## config.mk

```make
export PLATFORM = sky130hd
export DESIGN_NAME = serial_control_register_bank
export DESIGN_NICKNAME = d
export VERILOG_FILES = /design/src/core/serial_ctrl_pkg.sv /design/src/core/serial_control_register_bank.sv /design/src/core/serial_pin_sync.sv
export SDC_FILE = /design/constraint.sdc
export NUM_CORES = 1
export LEC_CHECK = 0
export ABC_AREA = 1
export BUFFER_PORTS_ARGS = -buffer_cell sky130_fd_sc_hd__buf_2
export CAP_MARGIN = 20
export CORE_ASPECT_RATIO = 0.6
export CORE_UTILIZATION = 45
export DETAILED_ROUTE_END_ITERATION = 10
export PLACE_DENSITY = 0.62
export REMOVE_ABC_BUFFERS = 1
export SLEW_MARGIN = 20
export SYNTH_ARGS = -nofsm -noshare
export SYNTH_HDL_FRONTEND = slang
export SYNTH_SLANG_ARGS = --single-unit
```

## constraint.sdc

```tcl
create_clock -name i_clk -period 3.6 [get_ports i_clk]
set_clock_uncertainty 0.15 [all_clocks]
set_input_delay 0.72 -clock i_clk [delete_from_list [all_inputs] [get_ports i_clk]]
set_output_delay 0.72 -clock i_clk [all_outputs]
set_load 0.02 [all_outputs]
```

## src/core/serial_ctrl_pkg.sv

```systemverilog
// Contract
// writes accepted always, even in standby
// controller keeps data stable while clock high
// load strobe high: ignore data and clock
// controller frames only its own words with strobe
// shift bits in, stored registers untouched
// strobe rising edge commits word to address
// word is 4 address plus 12 data bits
// address in bits 15..12, data 11..0
// reg 3: first and second gain selects
// reg 3: third gain, data and header fields
// reg 4: data offsets, right doubles as sum
// reg 5: header offsets when sum not selected
// reg 0: summed gain select bits 7..5
// summed gain codes 0..4, -6 to 18 dB
// reg 14: seven-bit rf bandwidth limit
// reg 11: common servo offset bits 11..10
// reg 11: input e offset bits 7..4
// msb first, sampled on rising clock edge
package serial_ctrl_pkg;
  localparam int WORD_W     = 16;  // whole serial word
  localparam int ADDR_W     = 4;   // address field width
  localparam int DATA_W     = 12;  // data field width
  localparam int ADDR_MSB   = 15;  // address field position
  localparam int ADDR_LSB   = 12;
  localparam int DATA_MSB   = 11;
  localparam int NUM_REGS   = 16;  // sixteen addressable slots
  localparam logic [DATA_W-1:0] REG_RESET = 12'h000;  // all settings clear
  // register addresses
  localparam logic [ADDR_W-1:0] ADDR_POWER_SUM   = 4'h0;
  localparam logic [ADDR_W-1:0] ADDR_RF_GAIN     = 4'h3;
  localparam logic [ADDR_W-1:0] ADDR_RF_DATA_OFS = 4'h4;
  localparam logic [ADDR_W-1:0] ADDR_RF_HDR_OFS  = 4'h5;
  localparam logic [ADDR_W-1:0] ADDR_SERVO_OFS   = 4'hB;
  localparam logic [ADDR_W-1:0] ADDR_RF_BW       = 4'hE;
  // field positions
  localparam int SUM_GAIN_MSB   = 7;
  localparam int SUM_GAIN_LSB   = 5;
  localparam int G1_MSB         = 11;
  localparam int G1_LSB         = 10;
  localparam int G2_MSB         = 9;
  localparam int G2_LSB         = 8;
  localparam int G3_DATA_MSB    = 7;
  localparam int G3_DATA_LSB    = 4;
  localparam int G3_HDR_MSB     = 3;
  localparam int G3_HDR_LSB     = 0;
  localparam int OFS_LEFT_MSB   = 11;
  localparam int OFS_LEFT_LSB   = 6;
  localparam int OFS_RIGHT_MSB  = 5;
  localparam int OFS_RIGHT_LSB  = 0;
  localparam int BW_MSB         = 6;
  localparam int BW_LSB         = 0;
  localparam int COM_OFS_MSB    = 11;
  localparam int COM_OFS_LSB    = 10;
  localparam int E_OFS_MSB      = 7;
  localparam int E_OFS_LSB      = 4;
  localparam logic [2:0] SUM_GAIN_MAX = 3'h4;  // highest legal gain code
endpackage : serial_ctrl_pkg

```

## src/core/serial_control_register_bank.sv

```systemverilog
// serial write port and twelve-bit control register bank
module serial_control_register_bank
  import serial_ctrl_pkg::*;
(
  input  wire logic       i_clk,
  input  wire logic       i_arst_n,
  input  wire logic       i_serial_data_in,
  input  wire logic       i_serial_clock_in,
  input  wire logic       i_load_strobe,
  input  wire logic       i_summed_input_select,
  input  wire logic       i_header_field,
  output logic [2:0]      o_summed_input_gain,
  output logic            o_summed_gain_valid,
  output logic [1:0]      o_first_rf_gain,
  output logic [1:0]      o_second_rf_gain,
  output logic [3:0]      o_third_rf_gain,
  output logic [5:0]      o_rf_left_offset,
  output logic [5:0]      o_rf_right_offset,
  output logic [5:0]      o_rf_sum_offset,
  output logic [6:0]      o_rf_bandwidth_limit,
  output logic [1:0]      o_common_servo_offset,
  output logic [3:0]      o_input_e_radial_offset,
  output logic            o_commit_pulse
);
  // synchronised pins
  logic sda_s;   // serial data after sync
  logic scl_s;   // serial clock after sync
  logic ld_s;    // load strobe after sync
  logic ld_s_n;  // inverted strobe after sync, low while deselected
  logic sel_s;   // summed select after sync
  logic hdr_s;   // header pin after sync

  serial_pin_sync u_sync_sda
  (
    .i_clk   (i_clk),
    .i_arst_n(i_arst_n),
    .i_async (i_serial_data_in),
    .o_sync  (sda_s)
  );
  serial_pin_sync u_sync_scl
  (
    .i_clk   (i_clk),
    .i_arst_n(i_arst_n),
    .i_async (i_serial_clock_in),
    .o_sync  (scl_s)
  );
  serial_pin_sync u_sync_ld
  (
    .i_clk   (i_clk),
    .i_arst_n(i_arst_n),
    .i_async (~i_load_strobe),
    .o_sync  (ld_s_n)
  );
  // the chain resets low, so it carries the inverted strobe: reset then
  // reads as deselected, the pin's idle level, and no phantom rise
  // commits a stale word just after reset
  assign ld_s = ~ld_s_n;
  serial_pin_sync u_sync_sel
  (
    .i_clk   (i_clk),
    .i_arst_n(i_arst_n),
    .i_async (i_summed_input_select),
    .o_sync  (sel_s)
  );
  serial_pin_sync u_sync_hdr
  (
    .i_clk   (i_clk),
    .i_arst_n(i_arst_n),
    .i_async (i_header_field),
    .o_sync  (hdr_s)
  );

  // edge history and shift state
  logic              scl_d_ff;     // previous sampled clock
  logic              ld_d_ff;      // previous sampled strobe
  logic [WORD_W-1:0] shift_ff;     // input shift register
  logic [WORD_W-1:0] nxt_shift;
  logic              commit_ff;    // one-cycle commit marker
  logic              nxt_commit;
  logic              scl_rise;
  logic              ld_rise;

  // stored bank, sixteen slots of twelve bits
  logic [DATA_W-1:0] bank_ff  [NUM_REGS];
  logic [DATA_W-1:0] nxt_bank [NUM_REGS];

  assign scl_rise = scl_s & ~scl_d_ff;
  assign ld_rise  = ld_s & ~ld_d_ff;

  // shift and commit next-state; strobe level gates the shifter
  always_comb
  begin
    nxt_shift  = shift_ff;
    nxt_commit = ld_rise;
    if (!ld_s && scl_rise)
    begin
      // msb first: new bit enters at the bottom
      nxt_shift = {shift_ff[WORD_W-2:0], sda_s};
    end
  end

  // bank next-state, one slot per generate entry; no standby gating
  // so writes land regardless of the power bit
  for (genvar g = 0; g < NUM_REGS; g++)
  begin : g_bank
    always_comb
    begin
      nxt_bank[g] = bank_ff[g];
      // address in top nibble, data below
      if (ld_rise && shift_ff[ADDR_MSB:ADDR_LSB] == ADDR_W'(g))
      begin
        nxt_bank[g] = shift_ff[DATA_MSB:0];
      end
    end

    always_ff @(posedge i_clk or negedge i_arst_n)
    begin
      if (!i_arst_n)
        bank_ff[g] <= REG_RESET;
      else
        bank_ff[g] <= nxt_bank[g];
    end
  end

  // register shift state
  always_ff @(posedge i_clk or negedge i_arst_n)
  begin
    if (!i_arst_n)
    begin
      scl_d_ff  <= 1'b0;
      ld_d_ff   <= 1'b1;  // idle strobe level, no edge after reset
      shift_ff  <= '0;
      commit_ff <= 1'b0;
    end
    else
    begin
      scl_d_ff  <= scl_s;
      ld_d_ff   <= ld_s;
      shift_ff  <= nxt_shift;
      commit_ff <= nxt_commit;
    end
  end

  // field decode into output flops
  logic [2:0] sum_gain;
  logic [DATA_W-1:0] r0;
  logic [DATA_W-1:0] r3;
  logic [DATA_W-1:0] r4;
  logic [DATA_W-1:0] r5;
  logic [DATA_W-1:0] r11;
  logic [DATA_W-1:0] r14;
  logic [2:0] nxt_sum_gain;
  logic       nxt_sum_ok;
  logic [1:0] nxt_g1;
  logic [1:0] nxt_g2;
  logic [3:0] nxt_g3;
  logic [5:0] nxt_left;
  logic [5:0] nxt_right;
  logic [5:0] nxt_sum_ofs;
  logic [6:0] nxt_bw;
  logic [1:0] nxt_com;
  logic [3:0] nxt_e;

  // outputs follow the bank the cycle after the slot is written
  always_comb
  begin
    r0  = bank_ff[ADDR_POWER_SUM];
    r3  = bank_ff[ADDR_RF_GAIN];
    r4  = bank_ff[ADDR_RF_DATA_OFS];
    r5  = bank_ff[ADDR_RF_HDR_OFS];
    r11 = bank_ff[ADDR_SERVO_OFS];
    r14 = bank_ff[ADDR_RF_BW];
    sum_gain     = r0[SUM_GAIN_MSB:SUM_GAIN_LSB];
    nxt_sum_gain = sum_gain;
    // codes above four name no gain; flagged rather than clamped
    nxt_sum_ok   = (sum_gain <= SUM_GAIN_MAX);
    nxt_g1 = r3[G1_MSB:G1_LSB];
    nxt_g2 = r3[G2_MSB:G2_LSB];
    // header pin picks the third-stage field
    nxt_g3 = hdr_s ? r3[G3_HDR_MSB:G3_HDR_LSB]
                   : r3[G3_DATA_MSB:G3_DATA_LSB];
    // data and header offsets apply only without summed input
    if (sel_s)
    begin
      nxt_left    = 6'h00;
      nxt_right   = 6'h00;
      nxt_sum_ofs = r4[OFS_RIGHT_MSB:OFS_RIGHT_LSB];
    end
    else if (hdr_s)
    begin
      nxt_left    = r5[OFS_LEFT_MSB:OFS_LEFT_LSB];
      nxt_right   = r5[OFS_RIGHT_MSB:OFS_RIGHT_LSB];
      nxt_sum_ofs = 6'h00;
    end
    else
    begin
      nxt_left    = r4[OFS_LEFT_MSB:OFS_LEFT_LSB];
      nxt_right   = r4[OFS_RIGHT_MSB:OFS_RIGHT_LSB];
      nxt_sum_ofs = 6'h00;
    end
    nxt_bw  = r14[BW_MSB:BW_LSB];
    nxt_com = r11[COM_OFS_MSB:COM_OFS_LSB];
    nxt_e   = r11[E_OFS_MSB:E_OFS_LSB];
  end

  logic [2:0] sum_gain_ff;
  logic       sum_ok_ff;
  logic [1:0] g1_ff;
  logic [1:0] g2_ff;
  logic [3:0] g3_ff;
  logic [5:0] left_ff;
  logic [5:0] right_ff;
  logic [5:0] sum_ofs_ff;
  logic [6:0] bw_ff;
  logic [1:0] com_ff;
  logic [3:0] e_ff;

  // register decoded fields
  always_ff @(posedge i_clk or negedge i_arst_n)
  begin
    if (!i_arst_n)
    begin
      sum_gain_ff <= 3'h0;
      sum_ok_ff   <= 1'b1;
      g1_ff       <= 2'h0;
      g2_ff       <= 2'h0;
      g3_ff       <= 4'h0;
      left_ff     <= 6'h00;
      right_ff    <= 6'h00;
      sum_ofs_ff  <= 6'h00;
      bw_ff       <= 7'h00;
      com_ff      <= 2'h0;
      e_ff        <= 4'h0;
    end
    else
    begin
      sum_gain_ff <= nxt_sum_gain;
      sum_ok_ff   <= nxt_sum_ok;
      g1_ff       <= nxt_g1;
      g2_ff       <= nxt_g2;
      g3_ff       <= nxt_g3;
      left_ff     <= nxt_left;
      right_ff    <= nxt_right;
      sum_ofs_ff  <= nxt_sum_ofs;
      bw_ff       <= nxt_bw;
      com_ff      <= nxt_com;
      e_ff        <= nxt_e;
    end
  end

  assign o_summed_input_gain     = sum_gain_ff;
  assign o_summed_gain_valid     = sum_ok_ff;
  assign o_first_rf_gain         = g1_ff;
  assign o_second_rf_gain        = g2_ff;
  assign o_third_rf_gain         = g3_ff;
  assign o_rf_left_offset        = left_ff;
  assign o_rf_right_offset       = right_ff;
  assign o_rf_sum_offset         = sum_ofs_ff;
  assign o_rf_bandwidth_limit    = bw_ff;
  assign o_common_servo_offset   = com_ff;
  assign o_input_e_radial_offset = e_ff;
  assign o_commit_pulse          = commit_ff;

  // checks
  a_strobe_freezes_shift: assert property (
    @(posedge i_clk) disable iff (!i_arst_n)
    $past(ld_s) |-> shift_ff == $past(shift_ff))
    else $error("shift register moved while strobe high");

  a_shift_msb_first: assert property (
    @(posedge i_clk) disable iff (!i_arst_n)
    (!ld_s && scl_rise) |=> shift_ff[0] == $past(sda_s)
      && shift_ff[WORD_W-1:1] == $past(shift_ff[WORD_W-2:0]))
    else $error("serial bit not shifted in at bottom");

  a_commit_writes_slot: assert property (
    @(posedge i_clk) disable iff (!i_arst_n)
    ld_rise |=> bank_ff[$past(shift_ff[ADDR_MSB:ADDR_LSB])]
      == $past(shift_ff[DATA_MSB:0]))
    else $error("commit did not store addressed data");

  a_bank_holds_idle: assert property (
    @(posedge i_clk) disable iff (!i_arst_n)
    !ld_rise |=> bank_ff[ADDR_RF_GAIN] == $past(bank_ff[ADDR_RF_GAIN]))
    else $error("bank changed without commit");

  a_commit_pulse_once: assert property (
    @(posedge i_clk) disable iff (!i_arst_n)
    ld_rise |=> o_commit_pulse ##1 !o_commit_pulse)
    else $error("commit pulse not single cycle");

  a_gain_tracks_bank: assert property (
    @(posedge i_clk) disable iff (!i_arst_n)
    ld_rise && shift_ff[ADDR_MSB:ADDR_LSB] == ADDR_RF_GAIN
      |-> ##2 o_first_rf_gain == $past(shift_ff[G1_MSB:G1_LSB], 2))
    else $error("first gain not updated two cycles after commit");

  a_sum_offset_route: assert property (
    @(posedge i_clk) disable iff (!i_arst_n)
    sel_s |=> o_rf_left_offset == 6'h00
      && o_rf_sum_offset == $past(r4[OFS_RIGHT_MSB:OFS_RIGHT_LSB]))
    else $error("summed offset routing wrong");

  a_third_gain_pick: assert property (
    @(posedge i_clk) disable iff (!i_arst_n)
    hdr_s |=> o_third_rf_gain == $past(r3[G3_HDR_MSB:G3_HDR_LSB]))
    else $error("header third gain not selected");

  a_bw_field: assert property (
    @(posedge i_clk) disable iff (!i_arst_n)
    ##1 o_rf_bandwidth_limit == $past(r14[BW_MSB:BW_LSB]))
    else $error("bandwidth output does not follow slot 14");

  a_sum_gain_valid: assert property (
    @(posedge i_clk) disable iff (!i_arst_n)
    ##1 o_summed_gain_valid == ($past(sum_gain) <= SUM_GAIN_MAX))
    else $error("summed gain validity wrong");
endmodule : serial_control_register_bank

```

## src/core/serial_pin_sync.sv

```systemverilog
// two-flop synchroniser for one asynchronous pin
module serial_pin_sync
  import serial_ctrl_pkg::*;
(
  input  wire logic i_clk,
  input  wire logic i_arst_n,
  input  wire logic i_async,
  output logic      o_sync
);
  logic meta_ff;  // first stage, read only by second stage
  logic sync_ff;  // second stage

  // plain two-stage chain
  always_ff @(posedge i_clk or negedge i_arst_n)
  begin
    if (!i_arst_n)
    begin
      meta_ff <= 1'b0;
      sync_ff <= 1'b0;
    end
    else
    begin
      meta_ff <= i_async;
      sync_ff <= meta_ff;
    end
  end

  assign o_sync = sync_ff;
endmodule : serial_pin_sync

```

==> qor.yml <==
run_status:
  outcome: "finished clean"
clocking:
  clk_pin_slew_ns: 0.05
  cts_buffer_depth: 2
  numCtsBuffers: 17
  cts_tree: "built"
  htreeDepth: 4
  root_buffer: "clkbuf_16"
  clk_latency_ns: 0.41
  postCtsSetupBuffers: 0
  ctsHoldBuffers: 0
  cts_resized: 0
  clock-sinks: 124
critical_path:
  required_ns: 3.74
  path_cells: "inv_2, nor2_2, nand3_1, nand2_1, nand2_1"
  cp-end-kind: "register"
  cp_slowest_cell: "nand3_1"
  reg2reg_depth: 5
  crit_type: "reg2reg"
  crit_top_cell: "nand2_1"
  critPathLaunchType: "register"
  cp.arrival_ns: 2.17
  cpPeakStageDelay_ns: 0.55
  crit_fanout: 13
global_routing:
  grt_overflow: 0
  track_usage: 0.209
  grt_max_degree: 109
  grt_pass1_wl_mm: 15.5
  grt_pass1_vias: 2970
  grt_antenna_before_repair: 0
synth:
  synth.distinct_cells: 17
  synth_cells: 443
  synth-seq-cells: 124
  syn_avg_cell_area_um2: 10.1
  syn_area_um2: 4480
  yosysWarnings: 0
  yosysSeqAreaShare: 0.694
cells_and_area:
  final_area_um2: 5390
  area_growth_syn_to_layout_pct: 20.4
  layout_commonest_cell: "nand2_1"
  nets: 500
  drive_gt1_frac: 0.186
  antenna_cells: 0
  layout.cells.non_filler: 636
  layout_common_cells: "nand2_1 (185), dfrtp_1 (122), nand3_1 (55)"
  fin_util: 0.572
sta:
  fmax_mhz: 492
  slew_headroom: 0.404
  worstMarginPinSlew_ns: 0.892
  finalSetupViolations: 0
  setup_slack_ns: 1.57
  slew_violations: 0
  hold_viol: 0
  fin_tns_setup_ns: 0
  rsz0062_at_grt: "false"
  hold_ws_ns: 0.0118
  finalCritPeriodShare: 0.564
  min_period_ns: 2.03
place:
  place_ws_ns: 1.55
  routabilityCongestion: 0.823
  port_buffers: 50
  dp.cells: 604
  dpl_cell_area_um2: 4820
  hpwl_mm: 5.69
routing:
  drc: 0
  wire_per_inst_um: 14.8
  wl_met1_mm: 4.63
  met2_length_mm: 4.01
  drt_wl_total_mm: 9.39
  avgViaCountPerCell: 5.01
  dr.pass1.iters: 5
  ant_nets: 0
  drt_iter0_drc: 243
  top_layer: "met4"
  vias: 3189
  wl_met3_um: 541
power_and_ir_drop:
  peakVddDrop_mv: 0.351
  power_density_nw_per_um2: 605
  totalPowerFinal_mw: 3.26
  leakage_nw: 2.99
die:
  ioPinCount: 51
  fp.coreArea_um2: 9430
  dieArea_um2: 10400
  num_rows: 27
  die_w_um: 131
  start_util: 0.475
  die_h_um: 79.3
worst_hold_path:
  hold_path.class: "in2async"
job:
  drv_cap: 0
area by class of cell:
type	instances	area, µm²
inverters	15	56.3
clock buffers	25	485
fillers	829	4040
repair buffers	53	288
well taps	130	163
flip-flops and latches	124	3110
clock inverters	7	87.6
multi-input cells	282	1200
worst max-delay path, delay by kind of cell, from the launching register on:
kind                   cells  cell delay (ns)
flip-flops                 1             0.43
buffers and inverters      1             0.07
AND/OR/NAND/NOR            4             1.27
flip-flops by register name, summed over array words and instances (netlist names), 6 cells and up:
signal / flops
r4: 12
o_rf_left_offset: 6
r5: 12
o_rf_bandwidth_limit: 7
r14: 7
shift_ff: 16
o_rf_right_offset: 6
r11: 6
r3: 12
o_rf_sum_offset: 6
cells by family after synthesis:
kind of cell / synth area share
AND/OR/NAND/NOR: 0.251
flip-flops: 0.694
buffers and inverters: 0.0374
AO/OA/AOI/OAI: 0.0179
report_power, final:
group / switching (mW) / leakage, nW / internal [mW]
registers: 0.0818 / 1.69 / 1.44
clock network: 0.573 / 0.281 / 1.07
logic: 0.0725 / 1.02 / 0.0266
synth_stat cells:
cell / count / area (µm²)
a21oi_1: 12 / 60.1
buf_1: 1 / 3.75
buf_2: 14 / 70.1
buf_4: 3 / 22.5
clkbuf_1: 4 / 15.0
dfrtp_1: 122 / 3050
dfstp_2: 2 / 52.6
inv_1: 12 / 45.0
inv_2: 3 / 11.3
nand2_1: 185 / 694
nand2_2: 1 / 6.26
nand3_1: 55 / 275
nand3b_1: 1 / 7.51
nand4_1: 12 / 75.1
nor2_1: 4 / 15.0
nor2_2: 8 / 50.1
o21ai_0: 4 / 20.0
path summary, 6_finish.rpt:
path                                   startpoint                      end  slack [ns]
worst min-delay path                     i_arst_n  o_rf_bandwidth_limit[3]        0.01
worst max register to register       shift_ff[12]                    r5[9]        1.57
min in group i_clk              u_sync_ld.meta_ff         u_sync_ld.o_sync        0.20
max in group asynchronous                i_arst_n         u_sync_ld.o_sync        2.46
worst max-delay path                 shift_ff[12]                    r5[9]        1.57
worst min register to register  u_sync_ld.meta_ff         u_sync_ld.o_sync        0.20
layer usage:
metal  vias to the layer above  GRT usage
met5                         -          0
met4                         0      0.103
met3                        20     0.0566
met2                       109      0.285
met1                      1550      0.304
li1                       1510          -
(Power assumes the default switching activity.)
